### src/asb_defs.svh
// constants for the sizing bus master: size codes, acknowledge codes, vector base
// assumes inclusion by bare name from every design file that needs the figures
`ifndef ASB_DEFS_SVH
`define ASB_DEFS_SVH

// size code on the bus: bytes still to move
`define ASB_SIZ_LONG 2'h0
`define ASB_SIZ_BYTE 2'h1
`define ASB_SIZ_WORD 2'h2
`define ASB_SIZ_THREE 2'h3

// port acknowledge pair, active high after inversion: {hi, lo}
`define ASB_ACK_WAIT 2'h0
`define ASB_ACK_PORT8 2'h1
`define ASB_ACK_PORT16 2'h2
`define ASB_ACK_PORT32 2'h3

// bytes a port can take from a long-word offset
`define ASB_BYTES_PORT32 3'h4
`define ASB_BYTES_PORT16 3'h2
`define ASB_BYTES_PORT8 3'h1

// autovector numbers start here; the level is added from the address
`define ASB_AUTOVECTOR_REQ_N_BASE 8'h18

// reset values of the bus pins
`define ASB_ADDR_RST 32'h0000_0000
`define ASB_DATA_RST 32'h0000_0000

`endif

### src/asb_pkg.sv
// types shared by the sizing bus master and its lane multiplexer
// assumes asb_defs.svh holds all the figures; only types live here
package asb_pkg;

  typedef enum logic [1:0] {
    asb_ok,
    asb_bus_err,
    asb_autovec
  } asb_status_t;

  // one half-period of the bus clock per state
  typedef enum logic [2:0] {
    asb_idle,
    asb_addr_ph,
    asb_strobe_ph,
    asb_data_ph,
    asb_wait_ph,
    asb_end_ph,
    asb_retry_hold
  } asb_state_t;

  typedef struct packed {
    logic write;
    logic iack;
    logic [1:0] size;
    logic [31:0] addr;
    logic [31:0] wdata;
  } asb_req_t;

  typedef struct packed {
    asb_status_t status;
    logic [7:0] vector;
    logic [31:0] rdata;
  } asb_rsp_t;

endpackage

### src/asb_lane_mux.sv
// write-side byte-lane multiplexer: routes operand bytes to the four data lanes
// assumes the operand is right-aligned, op_byte3 in bits 7:0, and that the caller registers it
`timescale 1ns/1ps
module asb_lane_mux (
  input wire logic [1:0] size_code,
  input wire logic [1:0] offset,
  input wire logic [31:0] operand,
  output logic [31:0] lanes
);
  import asb_pkg::*;

  // four 2-bit operand byte numbers, lane of bits 31:24 first
  function automatic logic [7:0] lane_map(input logic [1:0] siz, input logic [1:0] off);
    logic [7:0] m;
    m = 8'hff;
    unique case (siz)
      2'h1: m = 8'hff; // byte copied to all lanes
      2'h2: m = off[0] ? 8'hae : 8'hbb;
      2'h3: begin
        unique case (off)
          2'h0: m = 8'h6c;
          2'h1: m = 8'h5b;
          2'h2: m = 8'h66;
          2'h3: m = 8'h59;
        endcase
      end
      2'h0: begin
        unique case (off)
          2'h0: m = 8'h1b;
          2'h1: m = 8'h06;
          2'h2: m = 8'h11;
          2'h3: m = 8'h04;
        endcase
      end
    endcase
    return m;
  endfunction

  logic [7:0] map;

  // lane choice depends only on size code and the two low address bits
  assign map = lane_map(size_code, offset);

  genvar l;
  generate
    for (l = 0; l < 4; l++) begin : g_lane
      logic [1:0] pick;
      assign pick = map[7-2*l -: 2];
      assign lanes[31-8*l -: 8] = operand[31-8*pick -: 8];
    end
  endgenerate
endmodule

### src/asb_bus_master.sv
// asynchronous bus master with dynamic port sizing toward 8/16/32-bit slaves
// assumes bus inputs already synchronous to ref_clk; each state is half a bus clock
`timescale 1ns/1ps
`include "asb_defs.svh"
module asb_bus_master (
  input wire logic ref_clk,
  input wire logic rst_n,
  input wire logic req_valid,
  input wire asb_pkg::asb_req_t req,
  output logic req_ready,
  output logic rsp_valid,
  output asb_pkg::asb_rsp_t rsp,
  output logic [31:0] addr_bus,
  output logic xfer_size_hi,
  output logic xfer_size_lo,
  output logic read_write_n,
  output logic addr_strobe_n,
  output logic data_strobe_n,
  output logic data_buffer_enable_n,
  output logic [31:0] data_bus_out,
  output logic data_bus_oe,
  input wire logic [31:0] data_bus_in,
  input wire logic port_ack_hi_n,
  input wire logic port_ack_lo_n,
  input wire logic bus_error_in_n,
  input wire logic pause_in_n,
  input wire logic autovector_req_n
);
  import asb_pkg::*;

  logic rst_meta;
  logic rst_sync_n;
  asb_state_t state;
  asb_state_t next_state;
  asb_req_t cur;
  logic [2:0] rem;
  logic [31:0] cur_addr;
  logic [1:0] ack;
  logic term_retry;
  logic term_err;
  logic term_autovector_req_n;
  logic term_ok;
  logic term_any;
  logic [2:0] lim;
  logic [2:0] moved;
  logic [2:0] first;
  logic [1:0] base;
  logic pend_retry;
  logic pend_done;
  asb_status_t pend_status;
  logic [3:0][7:0] rdata_q;
  logic [3:0] take;
  logic [3:0][7:0] pick;
  logic [31:0] mux_lanes;
  logic accept;
  logic wr;
  logic [1:0] siz_code;

  // reset release through two flops; the assert edge stays asynchronous
  always_ff @(posedge ref_clk or negedge rst_n) begin
    if (!rst_n) begin
      rst_meta <= 1'b0;
      rst_sync_n <= 1'b0;
    end else begin
      rst_meta <= 1'b1;
      rst_sync_n <= rst_meta;
    end
  end

  assign accept = req_valid && req_ready;
  assign wr = cur.write;
  assign siz_code = rem[1:0]; // four bytes wraps to 00

  // termination decode; bus error outranks any acknowledge
  // autovector is gated by iack, so a stray request in a data cycle changes nothing
  assign ack = {~port_ack_hi_n, ~port_ack_lo_n};
  assign term_retry = !bus_error_in_n && !pause_in_n;
  assign term_err = !bus_error_in_n && pause_in_n;
  assign term_autovector_req_n = bus_error_in_n && cur.iack && !autovector_req_n;
  assign term_ok = bus_error_in_n && !term_autovector_req_n && (ack != `ASB_ACK_WAIT);
  assign term_any = term_retry || term_err || term_autovector_req_n || term_ok;

  // bytes the answering port took this cycle, from width and offset
  always_comb begin
    lim = `ASB_BYTES_PORT8;
    base = 2'h0;
    unique case (ack)
      `ASB_ACK_PORT32: begin
        lim = `ASB_BYTES_PORT32 - {1'b0, cur_addr[1:0]};
        base = cur_addr[1:0];
      end
      `ASB_ACK_PORT16: begin
        lim = `ASB_BYTES_PORT16 - {2'h0, cur_addr[0]};
        base = {1'b0, cur_addr[0]};
      end
      default: begin
        lim = `ASB_BYTES_PORT8;
        base = 2'h0;
      end
    endcase
    moved = (rem < lim) ? rem : lim;
  end

  // first operand byte still owed: op_byte0 is the most significant
  assign first = `ASB_BYTES_PORT32 - rem;

  // per operand byte: is it moved this cycle, and from which lane
  genvar k;
  generate
    for (k = 0; k < 4; k++) begin : g_op
      logic [2:0] rel;
      logic [1:0] lane;
      assign rel = 3'(k) - first;
      assign take[3-k] = (3'(k) >= first) && (rel < moved);
      assign lane = base + rel[1:0]; // narrow ports on upper lanes
      assign pick[3-k] = data_bus_in[31-8*lane -: 8];
    end
  endgenerate

  // write lanes from the size code and offset of this cycle
  asb_lane_mux u_lane_mux (
    .size_code(siz_code),
    .offset(cur_addr[1:0]),
    .operand(cur.wdata),
    .lanes(mux_lanes)
  );

  // cycle sequencing, one state per half bus clock
  always_comb begin
    next_state = state;
    unique case (state)
      asb_idle: if (accept) next_state = asb_addr_ph;
      asb_addr_ph: next_state = asb_strobe_ph;
      asb_strobe_ph: next_state = asb_data_ph;
      asb_data_ph: next_state = asb_wait_ph;
      asb_wait_ph: if (term_any) next_state = asb_end_ph;
      asb_end_ph: begin
        if (pend_retry) begin
          next_state = asb_retry_hold;
        end else if (pend_done) begin
          next_state = asb_idle;
        end else begin
          next_state = asb_addr_ph;
        end
      end
      asb_retry_hold: if (pause_in_n) next_state = asb_addr_ph;
    endcase
  end

  always_ff @(posedge ref_clk or negedge rst_sync_n) begin
    if (!rst_sync_n) begin
      state <= asb_idle;
    end else begin
      state <= next_state;
    end
  end

  // operand bookkeeping: what is left and where it starts
  always_ff @(posedge ref_clk or negedge rst_sync_n) begin
    if (!rst_sync_n) begin
      cur <= '0;
      rem <= `ASB_BYTES_PORT32;
      cur_addr <= `ASB_ADDR_RST;
    end else if (accept) begin
      cur <= req;
      rem <= (req.size == `ASB_SIZ_LONG) ? `ASB_BYTES_PORT32 : {1'b0, req.size};
      cur_addr <= req.addr;
    end else if (state == asb_wait_ph && term_ok) begin
      // only a good ack advances; a retry leaves both alone and reruns the same bytes
      rem <= rem - moved;
      cur_addr <= cur_addr + {29'h0, moved};
    end
  end

  // outcome of the cycle just ended; a retry reruns it unchanged
  always_ff @(posedge ref_clk or negedge rst_sync_n) begin
    if (!rst_sync_n) begin
      pend_retry <= 1'b0;
      pend_done <= 1'b0;
      pend_status <= asb_ok;
    end else if (state == asb_wait_ph && term_any) begin
      pend_retry <= term_retry;
      pend_done <= term_err || term_autovector_req_n || (term_ok && rem == moved);
      if (term_err) begin
        pend_status <= asb_bus_err;
      end else if (term_autovector_req_n) begin
        pend_status <= asb_autovec;
      end else begin
        pend_status <= asb_ok;
      end
    end
  end

  // read bytes land in operand order as each sized cycle ends
  always_ff @(posedge ref_clk or negedge rst_sync_n) begin
    if (!rst_sync_n) begin
      rdata_q <= '0;
    end else if (accept) begin
      rdata_q <= '0;
    end else if (state == asb_wait_ph && term_ok && !wr) begin
      for (int b = 0; b < 4; b++) begin
        if (take[b]) rdata_q[b] <= pick[b];
      end
    end
  end

  // user side handshake and answer
  always_ff @(posedge ref_clk or negedge rst_sync_n) begin
    if (!rst_sync_n) begin
      req_ready <= 1'b0;
      rsp_valid <= 1'b0;
      rsp <= '0;
    end else begin
      req_ready <= (next_state == asb_idle);
      rsp_valid <= (state == asb_end_ph) && !pend_retry && pend_done;
      if (state == asb_end_ph && !pend_retry && pend_done) begin
        rsp.status <= pend_status;
        rsp.rdata <= rdata_q;
        // autovector: vector made here from the level on address bits 3:1
        rsp.vector <= (pend_status == asb_autovec) ?
                      (`ASB_AUTOVECTOR_REQ_N_BASE + {5'h0, cur_addr[3:1]}) : rdata_q[0];
      end
    end
  end

  // address, size and direction set at cycle start, held while strobed
  always_ff @(posedge ref_clk or negedge rst_sync_n) begin
    if (!rst_sync_n) begin
      addr_bus <= `ASB_ADDR_RST;
      xfer_size_hi <= 1'b0;
      xfer_size_lo <= 1'b0;
      read_write_n <= 1'b1;
    end else if (next_state == asb_addr_ph) begin
      if (state == asb_idle) begin
        addr_bus <= req.addr;
        {xfer_size_hi, xfer_size_lo} <= req.size;
        read_write_n <= !req.write;
      end else begin
        addr_bus <= cur_addr;
        {xfer_size_hi, xfer_size_lo} <= siz_code;
        read_write_n <= !wr;
      end
    end
  end

  // strobes and buffer enable follow the half-clock schedule
  always_ff @(posedge ref_clk or negedge rst_sync_n) begin
    if (!rst_sync_n) begin
      addr_strobe_n <= 1'b1;
      data_strobe_n <= 1'b1;
      data_buffer_enable_n <= 1'b1;
    end else begin
      addr_strobe_n <= !(next_state inside {asb_strobe_ph, asb_data_ph, asb_wait_ph});
      if (wr) begin
        data_strobe_n <= !(next_state == asb_wait_ph);
        data_buffer_enable_n <=
          !(next_state inside {asb_strobe_ph, asb_data_ph, asb_wait_ph});
      end else begin
        data_strobe_n <= !(next_state inside {asb_strobe_ph, asb_data_ph, asb_wait_ph});
        data_buffer_enable_n <= !(next_state inside {asb_data_ph, asb_wait_ph});
      end
    end
  end

  // write data: all lanes driven, held one half clock past the strobes for hold time
  always_ff @(posedge ref_clk or negedge rst_sync_n) begin
    if (!rst_sync_n) begin
      data_bus_out <= `ASB_DATA_RST;
      data_bus_oe <= 1'b0;
    end else begin
      data_bus_oe <= wr && (next_state inside {asb_data_ph, asb_wait_ph, asb_end_ph});
      if (next_state == asb_data_ph) data_bus_out <= mux_lanes;
    end
  end
endmodule

### config.mk
export PLATFORM = sky130hd
export DESIGN_NAME = asb_bus_master
export DESIGN_NICKNAME = d
export VERILOG_FILES = /design/src/asb_pkg.sv /design/src/asb_lane_mux.sv /design/src/asb_bus_master.sv
export VERILOG_INCLUDE_DIRS = /design/src
export SDC_FILE = /design/constraint.sdc
export NUM_CORES = 1
export LEC_CHECK = 0
export ABC_AREA = 1
export BUFFER_PORTS_ARGS = -buffer_cell sky130_fd_sc_hd__clkbuf_2
export CORE_MARGIN = 2
export CORE_UTILIZATION = 50
export CTS_CLUSTER_DIAMETER = 200
export CTS_CLUSTER_SIZE = 28
export DETAILED_ROUTE_END_ITERATION = 10
export HOLD_SLACK_MARGIN = 0.1
export PLACE_DENSITY = 0.72
export SETUP_SLACK_MARGIN = 0.3
export SLEW_MARGIN = 20
export SYNTH_ARGS = -nofsm -noshare
export SYNTH_HDL_FRONTEND = slang
export SYNTH_SLANG_ARGS = --single-unit
### constraint.sdc
create_clock -name ref_clk -period 19.9 [get_ports ref_clk]
set_clock_uncertainty 0.15 [all_clocks]
set_input_delay 0.995 -clock ref_clk [delete_from_list [all_inputs] [get_ports ref_clk]]
set_output_delay 0.995 -clock ref_clk [all_outputs]
set_load 0.1 [all_outputs]
== Word-level counts from Yosys, hierarchy flattened ==
Cells that the tools add are included.
Operators by class
  $add $sub $neg: 22
  magnitude comparators: 9
  equality and inequality tests: 21
  shift-type cells: 8
  multiplexer cells: 33
  bitwise logic cells: 2
  reductions and logical operators: 52
Operators by type and width (count)
  $shiftx 39x33->8: 8
  $mux 32: 5
  $pmux 8 s4: 3
  $sub 5x5->6 const A: 8
  $mux 8: 5
  $add 32x3->32: 1
  $mux 3: 8
  $pmux 3 s7: 1
  $logic_and 1x1->1: 18
  $reduce_bool 2->1: 8
  $eq 3x3->1 const B: 5
  $lt 3x3->1: 5
  $eq 2x2->1 const B: 7
  $eq 3x2->1 const B: 4
  $logic_not 1->1: 10
  $add 2x2->2: 4
  $reduce_and 2->1: 4
  $add 5x3->6 const A: 1
  $eq 3x1->1 const B: 2
  $ge 1x3->1 const A: 2
  $ge 2x3->1 const A: 2
  $logic_not 2->1: 3
  $logic_not 3->1: 2
  $mux 1: 6
  other kinds (15): 25
Word-level totals
  register bits after elaboration: 225
  bits of input ports: 108
  output and inout bits: 115
  logic and storage cells: 176

== Depth between registers and ports, before layout ==
  depth after elaboration: 12
  gate-level depth with buffers: 21

== Hierarchy ==
Synthesis repeated with hierarchy kept, for this count alone.
Second synthesis, totals
  cell total of the unflattened synthesis: 1904
  area total of the unflattened synthesis: 13370.3 sq um
By module, submodules not included
  asb_bus_master: instances 1, cells each 1638, area an instance 11985.2 sq um
  asb_lane_mux: instances 1, cells each 266, area an instance 1385.1 sq um

== Worst setup path after synthesis ==
Ideal clock, no wire load.
  kind: input to register
  start point: in port_ack_lo_n
  end point: reg cur_addr[26]
  library setup time: 0.117 ns
  arrival: 3.269 ns
  slack: 16.364 ns
  stages: 17
  buffers on the path: 0
  path through: nor2_1 > nand2_1 > ha_1 > a21oi_1 > nand2_1 > o21ai_0 > ha_1 > fa_1 > nand2_1 > a21oi_1 > nand2_1 > nor2_1 > nand2_1 > nand2_1 > nand2_1 > nand2_1 > nand2_1
On the way
  cells in the longest elaborated chain, start to end: 8
  elaborated cells between the ends (all ways): 13
  classes of those cells: 1 x add/sub; 1 x order compare; 2 x eq/ne; 4 x mux; 1 x bitwise; 4 x reduce/logical
Ends and longest elaborated chain
  from (decl): line asb_bus_master.sv:24  | input wire logic port_ack_lo_n,
  $not 1->1 *: line asb_bus_master.sv:76  | assign ack = {~port_ack_hi_n, ~port_ack_lo_n};
  $eq 2x2->1: line asb_bus_master.sv:87  | unique case (ack)
  $pmux 3 s2: line asb_bus_master.sv:87
  $lt 3x3->1: line asb_bus_master.sv:101  | moved = (rem < lim) ? rem : lim;
  $mux 3: line asb_bus_master.sv:101
  $add 32x3->32: line asb_bus_master.sv:171  | cur_addr <= cur_addr + {29'h0, moved};
  $mux 32: line asb_bus_master.sv:168  | end else if (state == asb_wait_ph && term_ok) begin
  $mux 32: line asb_bus_master.sv:164  | end else if (accept) begin
  to (signal assigned): line asb_bus_master.sv:163  | cur_addr <= `ASB_ADDR_RST;
  to (signal assigned): line asb_bus_master.sv:167  | cur_addr <= req.addr;
  to (signal assigned): line asb_bus_master.sv:171
  to (decl): line asb_bus_master.sv:37  | logic [31:0] cur_addr;
Every way passes the cells marked *; elsewhere a longest branch is shown, timed or not. The select of a mux whose other input is x is not followed.
A chain may end at the register's enable or synchronous reset.

== Worst setup path after layout ==
  start point: reg cur_addr[1]
  end point: reg cur_addr[26]
On the way
  cells in the longest elaborated chain, start to end: 7
Ends and longest elaborated chain (line)
  $sub 3x2->3 (no line)
  $pmux 3 s2: asb_bus_master.sv:87
  $lt 3x3->1: asb_bus_master.sv:101
  $mux 3: asb_bus_master.sv:101
  $add 32x3->32 *: asb_bus_master.sv:171
  $mux 32 *: asb_bus_master.sv:168
  $mux 32 *: asb_bus_master.sv:164
Marks and branches as above.

==> flow_metrics.tcl <==
set metrics [dict create \
    outcome "finished clean" \
    critPathCaptureType "register" \
    drive_above_1_share_pct 14.84 \
    reg2reg_depth 18 \
    period_needed_ns 4.180 \
    yosysWarnings 0 \
    stdcell_area_sq_um 14490 \
    antenna_found_initial 0 \
    reg2reg_setup_slack_ns 15.72 \
    overflow 0 \
    nets 2114 \
    hpwl_um 27560 \
    r2r-start "cur_addr[1]" \
    fillers 2444 \
    die_w_um 164.4 \
    maxCapViolCount 0 \
    syn-instance-count 1795 \
    max_freq_ghz 0.2392 \
    ys.flop_type "dfrtp_1" \
    hold_path_class "in -> async" \
    netlist_area_sq_um 12860 \
    synth_edf_count 0 \
    layout.cells.non_filler 2304 \
    cts_made_buffers 12 \
    synthTopCellsByArea "dfrtp_1 (43%), nand2_1 (20%), nand3_1 (6.1%)" \
    maxUsedRoutingLayer "met4" \
    ys_types 47 \
    crit_path_start_kind "register" \
    setup_viol_count_final 0 \
    finalPower_mw 0.7882 \
    port_buffers 222 \
    leakage_nw 8.304 \
    drc 0 \
    rsz0062_at_grt "no" \
    antennaDiodeCount 0 \
    via_per_inst 5.354 \
    detail_route.iter0.violations 1192 \
    cts-root-buf "clkbuf_16" \
    yosysTopAreaCellShare_pct 42.80 \
    wl_per_cell_um 16.29 \
    syn_area_per_cell_sq_um 7.166 \
    ys_async_sr_fraction_pct 100.0 \
    cts-resized-gates 0 \
    arrival_ns 4.38 \
    ctsHoldBuffers 0 \
    postCtsSetupBuffers 0 \
    place_congestion 0.9620 \
    clk_path_buf_depth 3 \
    drtPass1Iterations 7 \
    hold_violations 0 \
    grt_max_degree 81 \
    clk_pin_slew_ns 0.12 \
    grt_usage_pct 27.86 \
    cp.required_ns 20.10 \
    max-vdd-ir-drop_mv 0.04200 \
    fin_setup_tns_ns 0 \
    grt_pass1_vias 11680 \
    placed_cells 2285 \
    yosysTopAreaCell "dfrtp_1" \
    seq_area_frac_synth_pct 43.82 \
    totalWireLength_um 37540 \
    ys_ff_latch 225 \
    dieArea_sq_um 27020 \
    dieHeight_um 164.4 \
    met3_length_um 2209 \
    finalMaxSlewViolations 0 \
    final_cell_mix "nand2_1 (679), clkbuf_2 (222), dfrtp_1 (219)" \
    h-tree-depth 1 \
    via_count 12340 \
    clock_latency_ns 0.50 \
    grt_pass1_wl_um 60170 \
    wl_met1_um 16550 \
    syn2layout_area_growth_pct 12.63 \
    final_common_cell "nand2_1" \
    power_density_nw_per_um2 54.41 \
    synth.net_count 1940 \
    cts_sinks 225 \
    rows 58 \
    cp_max_fo 8 \
    met2_length_um 17680 \
    slew_headroom_pct 28.67 \
    crit_type "reg -> reg" \
    tightest_slew_ns 1.069 \
    fp.coreArea_sq_um 25250 \
    io_pins 223 \
    min_period_over_period_pct 21.01 \
    placed_cell_area_sq_um 14110 \
    reg2reg_to "cur_addr[26]" \
    cts_tree "yes" \
    ant_nets 0 \
    initial_utilization_pct 50.93 \
]
-- per-layer routing --
metal  vias up  GRT usage, %
li1       6072             -
met1      5768         38.53
met2       431         46.52
met3        64         2.511
met4         0         8.893
met5         -             0
-- sequential cells by signal (all words and copies together), names as in the netlist, 2 cells and up --
name,count
rsp,42
cur,33
addr_bus,32
cur_addr,32
data_bus_out,32
rdata_q,32
rem,3
state,3
pend_status,2
-- synth_stat cells (all sizes together), types with 2 or more instances --
cell type,count
a2bb2oi,2
mux2,2
a21oi,40
o21ai,178
inv,187
clkbuf,31
nand3,162
o221ai,7
nor3,9
xor2,13
o22ai,25
o211ai,6
nand2,692
buf,39
clkinv,2
dfrtp,220
ha,35
nand4,23
fa,2
dfstp,5
nor2,104
-- cell type report --
type	count	area (sq um)	area share, %
inverter	189	711.9	4.914
timing repair buffer	230	1171	8.084
tap	330	412.9	2.850
clock inverter	1	30.03	0.2073
sequential	225	5640	38.94
multi-input combinational	1311	6176	42.63
clock buffer	18	344.1	2.375
-- where the power goes --
group | total [mW] | switching (mW) | internal [mW] | leakage (nW)
Sequential | 0.459 | 0.00163 | 0.457 | 2.79
Combinational | 0.0471 | 0.0310 | 0.0160 | 5.33
Clock | 0.282 | 0.157 | 0.125 | 0.178
Total | 0.788 | 0.190 | 0.598 | 8.30
-- worst max-delay path by stage --
stage	depth (start not counted)	to	from	slack, ns
global route	18	cur_addr[26]	cur_addr[1]	15.35
CTS	18	cur_addr[26]	cur_addr[1]	15.78
finish	18	cur_addr[26]	cur_addr[1]	15.72
global placement	18	cur_addr[26]	port_ack_lo_n	15.99
floorplan	0	addr_bus[0]	rst_sync_n	13.02
detailed placement	18	cur_addr[26]	port_ack_lo_n	15.78
-- cells by family after synthesis --
kind of cell             count (synthesis)  share of synthesized area, %
buffers and inverters                  259                         8.200
flip-flops                             225                         43.82
adder cells (fa/ha/maj)                 37                         3.716
XOR/XNOR                                14                        0.9533
AO/OA/AOI/OAI                          263                         10.97
other                                    1                       0.02915
AND/OR/NAND/NOR                        994                         32.13
multiplexers                             2                        0.1751
-- worst max-delay path: stages (launching register included) --
cell     delay [ns]
dfrtp_1        0.60
inv_1          0.24
ha_1           0.37
o21ai_0        0.24
ha_1           0.28
nand3_1        0.08
nand2_1        0.09
o21ai_0        0.41
ha_1           0.31
fa_1           0.20
nand2_1        0.08
a21oi_1        0.28
nand2_1        0.17
nor2_1         0.25
nand2_1        0.09
nand2_1        0.06
nand2_1        0.05
nand2_1        0.05
nand2_1        0.05
-- metrics by stage --
step                      setup WS (ns)  utilization [%]  hold slack, ns
after floorplan                   13.02                -          0.1812
after global placement            15.99            55.88          0.1857
after detailed placement          15.78            55.88          0.1832
after CTS                         15.78            57.36          0.1036
after global routing              15.35            57.36          0.1068
final                             15.72            57.36          0.1140
(Power assumes the default switching activity.)
